--- config.mk ---
export PLATFORM = sky130hd
export DESIGN_NAME = cpu_addressing_mode_decoder
export DESIGN_NICKNAME = d
export VERILOG_FILES = /design/src/acd_pkg.sv /design/src/acd_decode_if.sv /design/src/acd_mode_class.sv /design/src/cpu_addressing_mode_decoder.sv
export SDC_FILE = /design/constraint.sdc
export NUM_CORES = 1
export LEC_CHECK = 0
export BUFFER_PORTS_ARGS = -buffer_cell sky130_fd_sc_hd__buf_2
export CAP_MARGIN = 20
export CORE_UTILIZATION = 30
export CTS_CLUSTER_DIAMETER = 30
export DETAILED_ROUTE_END_ITERATION = 7
export PLACE_DENSITY = 0.46
export SLEW_MARGIN = 10
export SYNTH_ARGS = -nofsm -noshare
export SYNTH_HDL_FRONTEND = slang
export SYNTH_SLANG_ARGS = --single-unit
export TNS_END_PERCENT = 10
--- constraint.sdc ---
create_clock -name CLK_SYS -period 4.7 [get_ports CLK_SYS]
set_input_delay 0.705 -clock CLK_SYS [delete_from_list [all_inputs] [get_ports CLK_SYS]]
set_output_delay 0.705 -clock CLK_SYS [all_outputs]
set_load 0.05 [all_outputs]
--- src/acd_pkg.sv ---
// Constants and types for the addressing mode decoder
// Summary of operation
// - Inherent instructions are one byte, two with prefix 90; nothing is fetched after the opcode.
// - Inherent set: nop, trap, wait, halt, returns, mask, carry, stack reset; the decoder accepts every op up to 19 as inherent.
// - Immediate is two bytes and allowed only for load, compare, logic, arithmetic.
// - Immediate operand is the byte after the opcode; no memory read.
// - Direct operand address comes from the bytes after the opcode.
// - Short direct fetches one address byte; address within 00-FF.
// - Long direct fetches a two-byte address; reaches the whole 64K space.
// - Read-modify-write, bit, shift and swap ops have only short direct form.
// - Indexed address is unsigned sum of index register and offset.
// - Indexed without offset fetches nothing; address is index value in 00-FF.
// - Short indexed adds one offset byte to index; reaches up to 1FE.
// - Long indexed adds a two-byte offset to index; reaches 64K space.
// - Read-modify-write class has no long-offset indexed form.
// - Indirect: byte after opcode locates a pointer read before the operand.
// - Short indirect reads a byte pointer; address within 00-FF.
// - Long indirect forms take one pointer byte but read a word pointer.
// - Read-modify-write class uses plain indirect only with a byte pointer.
// - Indirect indexed address is index plus pointer read from memory.
// - Short indirect indexed reads a byte pointer; sum reaches up to 1FE.
// - Read-modify-write class uses indirect indexed only with a byte pointer.
// - Relative branches add a signed byte offset, direct or from memory.
// - Prefix 90 selects the second index register.
// - Prefix 92 turns direct into indirect and offset indexed into indirect indexed.
// - Prefix 91 turns first-index indirect indexed into second-index form.
package acd_pkg;
    localparam logic [7:0] SECOND_INDEX_PREFIX = 8'h90;
    localparam logic [7:0] INDIRECT_PREFIX = 8'h92;
    localparam logic [7:0] INDIRECT_SECOND_INDEX_PREFIX = 8'h91;
    // Opcode layout: mode field on top, operation below
    localparam int OPC_MODE_LSB = 5;
    localparam logic [2:0] MF_INHERENT = 3'h0;
    localparam logic [2:0] MF_IMMEDIATE = 3'h1;
    localparam logic [2:0] MF_DIR_SHORT = 3'h2;
    localparam logic [2:0] MF_DIR_LONG = 3'h3;
    localparam logic [2:0] MF_IDX_NONE = 3'h4;
    localparam logic [2:0] MF_IDX_SHORT = 3'h5;
    localparam logic [2:0] MF_IDX_LONG = 3'h6;
    localparam logic [2:0] MF_RELATIVE = 3'h7;
    // Operations 00..09 are the full class, 10..1f the read-modify-write class
    localparam logic [4:0] OP_FULL_LIMIT = 5'h0a;
    localparam logic [4:0] NOP_OP = 5'h00;
    localparam logic [4:0] TRAP_OP = 5'h01;
    localparam logic [4:0] WAIT_FOR_INTERRUPT_OP = 5'h02;
    localparam logic [4:0] HALT_OP = 5'h03;
    localparam logic [4:0] RETURN_OP = 5'h04;
    localparam logic [4:0] INTERRUPT_RETURN_OP = 5'h05;
    localparam logic [4:0] MASK_SET_OP = 5'h06;
    localparam logic [4:0] MASK_CLEAR_OP = 5'h07;
    localparam logic [4:0] CARRY_SET_OP = 5'h08;
    localparam logic [4:0] CARRY_CLEAR_OP = 5'h09;
    localparam logic [4:0] STACK_POINTER_RESET_OP = 5'h0a;
    localparam logic [4:0] INH_LAST_OP = 5'h19;
    localparam logic [15:0] SHORT_SPAN_MAX = 16'h00ff;
    localparam logic [15:0] SHORT_IDX_SPAN_MAX = 16'h01fe;
    typedef enum logic [1:0] {PK_NONE, PK_Y, PK_IND, PK_IND_Y} acd_pfx_t;
    typedef enum logic [3:0] {
        AM_INHERENT, AM_IMMEDIATE, AM_DIR_SHORT, AM_DIR_LONG,
        AM_IDX_NONE, AM_IDX_SHORT, AM_IDX_LONG, AM_IND_SHORT, AM_IND_LONG,
        AM_INDIDX_SHORT, AM_INDIDX_LONG, AM_REL_DIR, AM_REL_IND, AM_BAD
    } acd_mode_t;
    typedef enum {
        ST_IDLE, ST_OPC, ST_DECODE, ST_EXT1, ST_EXT2, ST_PTR_HI, ST_PTR_LO,
        ST_FINISH
    } acd_state_t;
endpackage : acd_pkg

--- src/acd_decode_if.sv ---
// Decode request and classification result between core and classifier
`timescale 1ns/1ns
interface acd_decode_if;
    import acd_pkg::*;
    acd_pfx_t pfx;
    logic [7:0] opcode;
    acd_mode_t mode;
    logic use_y;
    logic [1:0] ext_bytes;
    logic ptr_read;
    logic ptr_word;
    logic rmw_op;
    logic long_form;
    logic illegal;
    modport classifier (
        input pfx, opcode,
        output mode, use_y, ext_bytes, ptr_read, ptr_word, rmw_op,
        output long_form, illegal
    );
    modport core (
        output pfx, opcode,
        input mode, use_y, ext_bytes, ptr_read, ptr_word, rmw_op,
        input long_form, illegal
    );
endinterface : acd_decode_if

--- src/acd_mode_class.sv ---
// Combinational opcode and prefix classifier
`timescale 1ns/1ns
module acd_mode_class (
    // Decode request and result
    acd_decode_if.classifier dec
);
    import acd_pkg::*;

    wire [2:0] mfield = dec.opcode[7:OPC_MODE_LSB];
    wire [4:0] op = dec.opcode[4:0];
    wire full_op = op < OP_FULL_LIMIT;
    wire rmw = op[4];
    wire mem_ok = full_op | rmw;
    wire plain = (dec.pfx == PK_NONE) || (dec.pfx == PK_Y);
    wire to_ind = dec.pfx == PK_IND;
    wire to_indidx = (dec.pfx == PK_IND) || (dec.pfx == PK_IND_Y);

    acd_mode_t mode;
    logic [1:0] ext;
    logic ptr;
    logic ptrw;

    always_comb begin
        mode = AM_BAD;
        ext = 2'd0;
        ptr = 1'b0;
        ptrw = 1'b0;
        case (mfield)
            MF_INHERENT: begin
                if (plain && op <= INH_LAST_OP) mode = AM_INHERENT;
            end
            MF_IMMEDIATE: begin
                if (plain && full_op) begin
                    mode = AM_IMMEDIATE;
                    ext = 2'd1;
                end
            end
            MF_DIR_SHORT: begin
                if (mem_ok && plain) begin
                    mode = AM_DIR_SHORT;
                    ext = 2'd1;
                end else if (mem_ok && to_ind) begin
                    mode = AM_IND_SHORT;
                    ext = 2'd1;
                    ptr = 1'b1;
                end
            end
            MF_DIR_LONG: begin
                // Long forms carry the full class only
                if (full_op && plain) begin
                    mode = AM_DIR_LONG;
                    ext = 2'd2;
                end else if (full_op && to_ind) begin
                    mode = AM_IND_LONG;
                    ext = 2'd1;
                    ptr = 1'b1;
                    ptrw = 1'b1;
                end
            end
            MF_IDX_NONE: begin
                if (mem_ok && plain) mode = AM_IDX_NONE;
            end
            MF_IDX_SHORT: begin
                if (mem_ok && plain) begin
                    mode = AM_IDX_SHORT;
                    ext = 2'd1;
                end else if (mem_ok && to_indidx) begin
                    mode = AM_INDIDX_SHORT;
                    ext = 2'd1;
                    ptr = 1'b1;
                end
            end
            MF_IDX_LONG: begin
                if (full_op && plain) begin
                    mode = AM_IDX_LONG;
                    ext = 2'd2;
                end else if (full_op && to_indidx) begin
                    mode = AM_INDIDX_LONG;
                    ext = 2'd1;
                    ptr = 1'b1;
                    ptrw = 1'b1;
                end
            end
            MF_RELATIVE: begin
                if (dec.pfx == PK_NONE) begin
                    mode = AM_REL_DIR;
                    ext = 2'd1;
                end else if (to_ind) begin
                    mode = AM_REL_IND;
                    ext = 2'd1;
                    ptr = 1'b1;
                end
            end
            default: mode = AM_BAD;
        endcase
    end

    assign dec.mode = mode;
    assign dec.ext_bytes = ext;
    assign dec.ptr_read = ptr;
    assign dec.ptr_word = ptrw;
    assign dec.use_y = (dec.pfx == PK_Y) || (dec.pfx == PK_IND_Y);
    assign dec.rmw_op = rmw;
    assign dec.long_form = (mfield == MF_DIR_LONG) || (mfield == MF_IDX_LONG);
    assign dec.illegal = mode == AM_BAD;
endmodule : acd_mode_class

--- src/cpu_addressing_mode_decoder.sv ---
// Instruction length and effective address engine of the 8-bit core
`timescale 1ns/1ns
module cpu_addressing_mode_decoder (
    // Clock and reset
    input wire logic CLK_SYS,
    input wire logic RST_B,
    // Decode request
    input wire logic START,
    input wire logic [15:0] PC_IN,
    input wire logic [7:0] X_IN,
    input wire logic [7:0] Y_IN,
    // Memory read port
    output logic MEM_RD,
    output logic [15:0] MEM_ADDR,
    input wire logic [7:0] MEM_RDATA,
    input wire logic MEM_ACK,
    // Decode result
    output logic BUSY,
    output logic DONE,
    output logic ILLEGAL,
    output logic [3:0] MODE,
    output logic [4:0] OP,
    output logic USE_Y,
    output logic [2:0] LENGTH,
    output logic [15:0] EA,
    output logic [7:0] OPERAND,
    output logic [15:0] BRANCH_TARGET,
    output logic [15:0] NEXT_PC
);
    import acd_pkg::*;

    // Reset release through two flops
    logic rst_s1;
    logic rst_n;
    always_ff @(posedge CLK_SYS or negedge RST_B) begin
        if (!RST_B) begin
            rst_s1 <= 1'b0;
            rst_n <= 1'b0;
        end else begin
            rst_s1 <= 1'b1;
            rst_n <= rst_s1;
        end
    end

    acd_decode_if dec ();
    acd_mode_class u_class (
        .dec(dec.classifier)
    );

    acd_state_t st_q;
    acd_pfx_t pfx_q;
    logic [15:0] pc_q;
    logic [7:0] x_q;
    logic [7:0] y_q;
    logic [7:0] opc_q;
    logic [7:0] b1_q;
    logic [7:0] b2_q;
    logic [7:0] ptr_hi_q;
    logic [7:0] ptr_lo_q;
    logic [2:0] len_q;
    logic done_q;
    logic illegal_q;
    acd_mode_t mode_q;
    logic use_y_q;
    logic [15:0] ea_q;
    logic [7:0] operand_q;
    logic [15:0] target_q;
    logic [15:0] next_pc_q;
    logic [2:0] length_q;

    assign dec.pfx = pfx_q;
    assign dec.opcode = opc_q;

    // Fetch addressing
    wire in_ptr = (st_q == ST_PTR_HI) || (st_q == ST_PTR_LO);
    wire [7:0] ptr_addr = (st_q == ST_PTR_LO) ? b1_q + 8'h01 : b1_q;
    wire rd_req = (st_q == ST_OPC) || (st_q == ST_EXT1) ||
        (st_q == ST_EXT2) || in_ptr;
    wire fetch = rd_req && MEM_ACK;
    // Pointers always sit in page zero; word pointers wrap within it
    wire [15:0] rd_addr = in_ptr ? {8'h00, ptr_addr} : pc_q;
    wire [15:0] pc_inc = pc_q + 16'h0001;
    wire [2:0] len_inc = len_q + 3'd1;

    // Prefix recognition; a second prefix is taken as the opcode
    wire is_pfx_y = MEM_RDATA == SECOND_INDEX_PREFIX;
    wire is_pfx_ind = MEM_RDATA == INDIRECT_PREFIX;
    wire is_pfx_indy = MEM_RDATA == INDIRECT_SECOND_INDEX_PREFIX;
    wire take_pfx = (pfx_q == PK_NONE) &&
        (is_pfx_y || is_pfx_ind || is_pfx_indy);
    acd_pfx_t pfx_new;
    always_comb begin
        if (is_pfx_y) pfx_new = PK_Y;
        else if (is_pfx_ind) pfx_new = PK_IND;
        else pfx_new = PK_IND_Y;
    end

    // Address arithmetic
    wire [7:0] idx8 = dec.use_y ? y_q : x_q;
    wire [15:0] idx16 = {8'h00, idx8};
    wire [15:0] word_ext = {b1_q, b2_q};
    wire [15:0] word_ptr = {ptr_hi_q, ptr_lo_q};
    wire [7:0] rel_off = (dec.mode == AM_REL_IND) ? ptr_hi_q : b1_q;
    wire [15:0] rel_sext = {{8{rel_off[7]}}, rel_off};
    wire [15:0] target_d = pc_q + rel_sext;

    logic [15:0] ea_d;
    always_comb begin
        case (dec.mode)
            AM_DIR_SHORT: ea_d = {8'h00, b1_q};
            AM_DIR_LONG: ea_d = word_ext;
            AM_IDX_NONE: ea_d = idx16;
            AM_IDX_SHORT: ea_d = idx16 + {8'h00, b1_q};
            AM_IDX_LONG: ea_d = word_ext + idx16;
            AM_IND_SHORT: ea_d = {8'h00, ptr_hi_q};
            AM_IND_LONG: ea_d = word_ptr;
            AM_INDIDX_SHORT: ea_d = idx16 + {8'h00, ptr_hi_q};
            AM_INDIDX_LONG: ea_d = word_ptr + idx16;
            default: ea_d = 16'h0000;
        endcase
    end

    // Sequencer
    always_ff @(posedge CLK_SYS or negedge rst_n) begin
        if (!rst_n) begin
            st_q <= ST_IDLE;
            pfx_q <= PK_NONE;
            pc_q <= 16'h0000;
            len_q <= 3'd0;
        end else begin
            case (st_q)
                ST_IDLE: begin
                    if (START) begin
                        st_q <= ST_OPC;
                        pfx_q <= PK_NONE;
                        pc_q <= PC_IN;
                        len_q <= 3'd0;
                    end
                end
                ST_OPC: begin
                    if (fetch) begin
                        pc_q <= pc_inc;
                        len_q <= len_inc;
                        if (take_pfx) pfx_q <= pfx_new;
                        else st_q <= ST_DECODE;
                    end
                end
                ST_DECODE: begin
                    if (dec.illegal || dec.ext_bytes == 2'd0) begin
                        st_q <= ST_FINISH;
                    end else begin
                        st_q <= ST_EXT1;
                    end
                end
                ST_EXT1: begin
                    if (fetch) begin
                        pc_q <= pc_inc;
                        len_q <= len_inc;
                        if (dec.ext_bytes == 2'd2) st_q <= ST_EXT2;
                        else if (dec.ptr_read) st_q <= ST_PTR_HI;
                        else st_q <= ST_FINISH;
                    end
                end
                ST_EXT2: begin
                    if (fetch) begin
                        pc_q <= pc_inc;
                        len_q <= len_inc;
                        st_q <= ST_FINISH;
                    end
                end
                ST_PTR_HI: begin
                    if (fetch) begin
                        st_q <= dec.ptr_word ? ST_PTR_LO : ST_FINISH;
                    end
                end
                ST_PTR_LO: begin
                    if (fetch) st_q <= ST_FINISH;
                end
                ST_FINISH: st_q <= ST_IDLE;
                default: st_q <= ST_IDLE;
            endcase
        end
    end

    // Fetched bytes; held until overwritten by the next instruction
    always_ff @(posedge CLK_SYS or negedge rst_n) begin
        if (!rst_n) begin
            x_q <= 8'h00;
            y_q <= 8'h00;
            opc_q <= 8'h00;
            b1_q <= 8'h00;
            b2_q <= 8'h00;
            ptr_hi_q <= 8'h00;
            ptr_lo_q <= 8'h00;
        end else begin
            if (st_q == ST_IDLE && START) begin
                x_q <= X_IN;
                y_q <= Y_IN;
            end
            if (st_q == ST_OPC && fetch && !take_pfx) opc_q <= MEM_RDATA;
            if (st_q == ST_EXT1 && fetch) b1_q <= MEM_RDATA;
            if (st_q == ST_EXT2 && fetch) b2_q <= MEM_RDATA;
            if (st_q == ST_PTR_HI && fetch) ptr_hi_q <= MEM_RDATA;
            if (st_q == ST_PTR_LO && fetch) ptr_lo_q <= MEM_RDATA;
        end
    end

    // Result registers, loaded once per instruction
    always_ff @(posedge CLK_SYS or negedge rst_n) begin
        if (!rst_n) begin
            done_q <= 1'b0;
            illegal_q <= 1'b0;
            mode_q <= AM_INHERENT;
            use_y_q <= 1'b0;
            ea_q <= 16'h0000;
            operand_q <= 8'h00;
            target_q <= 16'h0000;
            next_pc_q <= 16'h0000;
            length_q <= 3'd0;
        end else begin
            done_q <= st_q == ST_FINISH;
            if (st_q == ST_FINISH) begin
                illegal_q <= dec.illegal;
                mode_q <= dec.mode;
                use_y_q <= dec.use_y;
                ea_q <= ea_d;
                operand_q <= b1_q;
                target_q <= target_d;
                next_pc_q <= pc_q;
                length_q <= len_q;
            end
        end
    end

    assign MEM_RD = rd_req;
    assign MEM_ADDR = rd_addr;
    assign BUSY = st_q != ST_IDLE;
    assign DONE = done_q;
    assign ILLEGAL = illegal_q;
    assign MODE = mode_q;
    assign OP = opc_q[4:0];
    assign USE_Y = use_y_q;
    assign LENGTH = length_q;
    assign EA = ea_q;
    assign OPERAND = operand_q;
    assign BRANCH_TARGET = target_q;
    assign NEXT_PC = next_pc_q;
endmodule : cpu_addressing_mode_decoder

; ---- Word-level counts from Yosys, hierarchy flattened
; Cells that the tools add are included.
[classes]
n_reduce_logical = 40
shifts = 0
mul = 0
div_mod_pow = 0
n_lt_le_gt_ge = 2
add_sub_neg = 8
bitwise_logic = 1
n_eq_ne = 45
n_mux = 66
[ops]
columns = operator, count
row1 = 32-bit two-way mux, 6
row2 = 32-bit case mux with 6 select lines, 1
row3 = 16-bit case mux with 9 select lines, 1
row4 = 32-bit by 3-bit equality test with 1-bit output (second input constant), 4
row5 = 32-bit by 4-bit equality test with 1-bit output (second input constant), 4
row6 = 32-bit by 2-bit equality test with 1-bit output (second input constant), 3
row7 = 32-bit logical NOT, 2
row8 = 16-bit two-way mux, 3
row9 = 4-bit two-way mux, 9
row10 = 16-bit by 8-bit adder with 16-bit output, 2
row11 = 32-bit by 1-bit equality test with 1-bit output (second input constant), 1
row12 = 16-bit case mux with 2 select lines, 1
row13 = 4-bit case mux with 8 select lines, 1
row14 = 32-bit nonzero test, 1
row15 = 8-bit equality test (second input constant), 3
row16 = 8-bit two-way mux, 3
row17 = 2-bit two-way mux, 11
row18 = 4-bit equality test (second input constant), 5
row19 = 1-bit two-way mux, 19
row20 = 8-bit by 8-bit adder with 9-bit output, 2
row21 = 3-bit two-way mux, 6
row22 = 16-bit by 1-bit adder with 16-bit output (second input constant), 1
row23 = 16-bit adder, 1
row24 = 4-bit by 3-bit equality test with 1-bit output (second input constant), 4
row25 = 29 further kinds, 68
[totals]
rom_bits = 0
memories = 0
inputBits = 44
latchBits = 0
regBits = 177
ramBits = 0
wordCells = 184
out_inout_bits = 89

; ---- Logic depth before layout (Yosys ltp)
[logic_depth]
word_depth = 10
mapped_depth = 20
depth_no_buf = 18

; ---- By module
; From an unflattened synthesis, not the netlist that was laid out.
[hier_totals]
cells_unflattened = 1092
hier_area_um2 = 9668.0
[by_module_without_submodules]
columns = module, cells_per_inst, area_each_um2, n_inst, seq_area_each_um2
row1 = cpu_addressing_mode_decoder, 1013, 9127.5, 1, 3703.6
row2 = acd_mode_class, 79, 540.5, 1, 0.0

; ---- Worst setup path after synthesis
; Ideal clock, no wire load.
[synth_path]
kind = reg-to-reg
startpoint = reg opc_q[1] (netlist: dec.opcode[1])
endpoint = reg ea_q[8] (netlist: EA[8])
path_stages_with_launch = 20
path_buffers = 1
t_required_ns = 4.569
arrival_time_ns = 3.922
setup_slack_ns = 0.647
setup_time_ns = 0.131
cell_sequence = dfrtp_1 o21ai_1 o2111a_1 buf_2 or3_1 or2b_1 nor2_1 nand2_1 nor2_4 mux2_2 ha_1 fa_1 a21o_1 a21oi_1 o21bai_1 a21oi_1 nor2b_1 o21a_1 o21ai_0 a22oi_1
[synth_between]
elab_chain_len = 8
word_cells_on_any_way = 32
classes_between = 2 x order compare / 9 x eq/ne / 13 x mux / 1 x bitwise / 7 x reduce/logical
[synth_rtl]
columns = item, line_no
row1 = "start, declared", cpu_addressing_mode_decoder.sv:55  ; logic [7:0] opc_q;
row2 = "start signal, assigned", cpu_addressing_mode_decoder.sv:190  ; opc_q <= 8'h00;
row3 = "start signal, assigned", cpu_addressing_mode_decoder.sv:200  ; if (st_q == ST_OPC && fetch && !take_pfx) opc_q <= MEM_RDATA;
row4 = 5-bit by 4-bit < comparator with 1-bit output, acd_mode_class.sv:11  ; wire full_op = op < OP_FULL_LIMIT;
row5 = 1-bit bitwise OR, acd_mode_class.sv:13  ; wire mem_ok = full_op | rmw;
row6 = "1-bit logical AND, on equally long branches", "acd_mode_class.sv:42, acd_mode_class.sv:67"
row7 = 4-bit two-way mux / 3-bit two-way mux (equally long branches), "acd_mode_class.sv:42, acd_mode_class.sv:67"
row8 = "4-bit two-way mux, on equally long branches", "acd_mode_class.sv:39, acd_mode_class.sv:64"
row9 = 4-bit case mux with 8 select lines *, acd_mode_class.sv:28  ; case (mfield)
row10 = 4-bit equality test (tied with other cells), cpu_addressing_mode_decoder.sv:109  ; case (dec.mode)
row11 = 16-bit case mux with 9 select lines *, cpu_addressing_mode_decoder.sv:109
row12 = "end signal, assigned", cpu_addressing_mode_decoder.sv:215  ; ea_q <= 16'h0000;
row13 = "end signal, assigned", cpu_addressing_mode_decoder.sv:226  ; ea_q <= ea_d;
row14 = "end, declared", cpu_addressing_mode_decoder.sv:65  ; logic [15:0] ea_q;
; Every way passes the cells marked *; elsewhere a longest branch is shown, timed or not.
; A chain may end at the register's enable or synchronous reset.

; ---- Worst setup path after layout
[layout_path]
startpoint = reg opc_q[1] (netlist: dec.opcode[1])
endpoint = reg target_q[14] (netlist: BRANCH_TARGET[14])
[layout_between]
elab_chain_len = 9
word_cells_on_any_way = 25
classes_between = 1 x add/sub / 2 x order compare / 1 x eq/ne / 13 x mux / 1 x bitwise / 7 x reduce/logical
[layout_rtl]
columns = item, line_no
row1 = 5-bit by 4-bit < comparator with 1-bit output, acd_mode_class.sv:11
row2 = 1-bit bitwise OR, acd_mode_class.sv:13
row3 = "1-bit logical AND, on equally long branches", "acd_mode_class.sv:42, acd_mode_class.sv:67"
row4 = 4-bit two-way mux / 3-bit two-way mux (equally long branches), "acd_mode_class.sv:42, acd_mode_class.sv:67"
row5 = "4-bit two-way mux, on equally long branches", "acd_mode_class.sv:39, acd_mode_class.sv:64"
row6 = 4-bit case mux with 8 select lines *, acd_mode_class.sv:28
row7 = 4-bit equality test *, cpu_addressing_mode_decoder.sv:103  ; wire [7:0] rel_off = (dec.mode == AM_REL_IND) ? ptr_hi_q : b1_q;
row8 = 8-bit two-way mux *, cpu_addressing_mode_decoder.sv:103
row9 = 16-bit adder *, cpu_addressing_mode_decoder.sv:105  ; wire [15:0] target_d = pc_q + rel_sext;
row10 = "end signal, assigned", cpu_addressing_mode_decoder.sv:228  ; target_q <= target_d;
row11 = "end, declared", cpu_addressing_mode_decoder.sv:67  ; logic [15:0] target_q;
; Marks and branches as above.

==> results.ini <==
[drt]
drt_iter0_drc=659
dr_total_vias=8264
routedWlPerCell_um=20.2
drc=0
vias_per_cell=5.28
dr.pass1.iters=8
wirelength_um=31600
postRouteAntennaNets=0

[sta]
layout_min_cycle_time_ns=4.37
fmax_mhz=229
tightest_slew_ns=1.11
clock-skew-final_ns=0.0153
relSlewSlack_pct=24.9
setup_violations=0
hold_viol=0
rsz0062_at_grt=false
finalCritPeriodShare_pct=93.1
slew_violations=0
fin_setup_tns_ns=0

[synth]
avgSynthCellArea_um2=8.86
ys.flop_type=dfrtp_1
synth_top_cell_area_share_pct=40.1
synth.distinct_cells=78
synth_nets=1125
yosysWarnings=0
seq_area_frac_synth_pct=40.1
synth_area_leaders=dfrtp_1, nand2_1, mux2_2, ha_1, o21ai_0
syn_area_um2=9240
syn_inst=1043
synth_top_cell_by_area=dfrtp_1
async_reset_ff_share_pct=100
synth-seq-cells=148
synth-edff-count=0

[critical_path]
path_class=flop to flop
end_kind=flop
critPathLaunch=dec.opcode[1]$_DFFE_PN0P_
critPathArrivalTime_ns=4.67
cp.required_ns=4.99
timing.rr.start=dec.opcode[1]$_DFFE_PN0P_
critPathLaunchType=flop
path_max_fanout=9

[floorplanning]
core_area_um2=30000
die_area_um2=31500
start_util_pct=30.8
core.rowCount=63
fp.dieH_um=177
ios=133
die_w_um=177

[placement]
gp_congestion=0.864
hpwl_um=22400
portBuffers=132

[clock_network]
post_cts_buffers=0
clk_latency_ns=0.44
cts_hold_buffers=0
cts_buffers=17
htreeDepth=4
cts.repair.resized=0
cts_sinks=148
cts_tree=built
cts.clk_slew.worst_paths_ns=0.07
clk_path_buf_depth=2
root_buffer=clkbuf_16

[finish]
nets=1244
area_growth_pct=18.8
drive_above_1_share_pct=24.3
final_common_cell=nand2_1
mostFrequentLayoutCells=nand2_1, dfrtp_1, buf_2
diodes=0

[global_routing]
antenna_found_initial=0
grt_pass1_vias=8039
overflow=0
grt_pass1_wl_um=48300
grt_max_degree=85
grt.total_usage_pct=20.4

[hold_path]
min_path_type=input pin to async pin

[run_status]
status=complete, no violations

[flow_run]
drv_cap=0

-- cells in the mapped netlist (9+ instances only) --
cell type  count
xnor2_1       20
nor2_1        63
buf_1          9
nand2_1      234
a21oi_1       47
inv_1         19
dfrtp_1      148
a222oi_1      12
nand3_1       22
mux2_2        68
buf_2          9
o21ai_0       75
a221oi_1      11
nor2b_1       14
nor3_1        18
a21o_1        10
and2_1        16
xor2_1        13
clkbuf_1      39
ha_1          35
-- state kept, by name, summed over array words and instances, names as in the netlist, 2 cells and up --
| name | count |
|---|---|
| ptr_lo_q | 8 |
| dec.opcode | 8 |
| ptr_hi_q | 8 |
| MODE | 4 |
| NEXT_PC | 16 |
| len_q | 3 |
| pc_q | 16 |
| dec.pfx | 2 |
| b2_q | 8 |
| BRANCH_TARGET | 16 |
| EA | 16 |
| LENGTH | 3 |
| b1_q | 8 |
| OPERAND | 8 |
| st_q | 3 |
| x_q | 8 |
| y_q | 8 |
-- kinds of logic after synthesis --
group / share of synthesized area [%]
simple gates: 19.6
compound gates: 18.5
flops: 40.1
buf+inv: 3.98
mux: 9.16
fa+ha+maj: 5.50
xor+xnor: 3.13
other cells: 0.0406
-- path summary, 6_finish.rpt --
path,to,slack [ns],cells after the start
worst min register to register,rst_n$_DFF_PN0_,0.34,0
worst min-delay path,rst_n$_DFF_PN0_,0.04,1
min in group CLK_SYS,rst_n$_DFF_PN0_,0.34,0
worst max register to register,BRANCH_TARGET[14]$_DFFE_PN0P_,0.33,15
max in group asynchronous,ptr_hi_q[3]$_DFFE_PN0P_,3.28,1
worst max-delay path,BRANCH_TARGET[14]$_DFFE_PN0P_,0.33,15
-- final cells by class --
type	count	area (µm²)
flip-flops and latches	148	3710
multi-input cells	810	5210
well taps	390	488
repair buffers	166	928
clock buffers	17	425
inverters	19	71.3
fillers	3168	19000
clock inverters	15	144
-- worst max-delay path: stages (launching register included) --
cell and delay, ns:
dfrtp_1 0.41, o21ai_1 0.56, o21ai_0 0.16, a22oi_1 0.34, a21oi_2 0.14, mux2_2 0.32
ha_1 0.23, fa_1 0.40, a21o_1 0.20, a21o_1 0.21, a21oi_1 0.23, o31ai_1 0.16
or4_1 0.42, a31oi_1 0.21, xor2_1 0.15, o21ai_0 0.09
-- per-layer routing --
| metal | GRT usage (%) | vias up | wire [µm] |
|---|---|---|---|
| li1 | - | 3952 | - |
| met1 | 27.9 | 4037 | 14900 |
| met2 | 32.7 | 240 | 14500 |
| met3 | 3.26 | 35 | 1490 |
| met4 | 6.59 | 0 | 744 |
| met5 | 0 | - | 0 |
-- through the flow --
step	utilization [%]	instances	setup slack (ns)	area (µm²)	hold slack (ns)
after global routing	36.6	1565	0.0716	11000	0.0264
after CTS	36.6	1565	0.352	11000	0.0338
after detailed placement	34.7	1533	0.380	10400	0.336
after global placement	34.7	1533	0.421	10400	0.334
after floorplan	-	1043	0.271	9240	0.331
final	36.6	1565	0.325	11000	0.0432
Power is not shown: default switching activity piles up to over one toggle a cycle in this logic, so the estimate is an artifact.
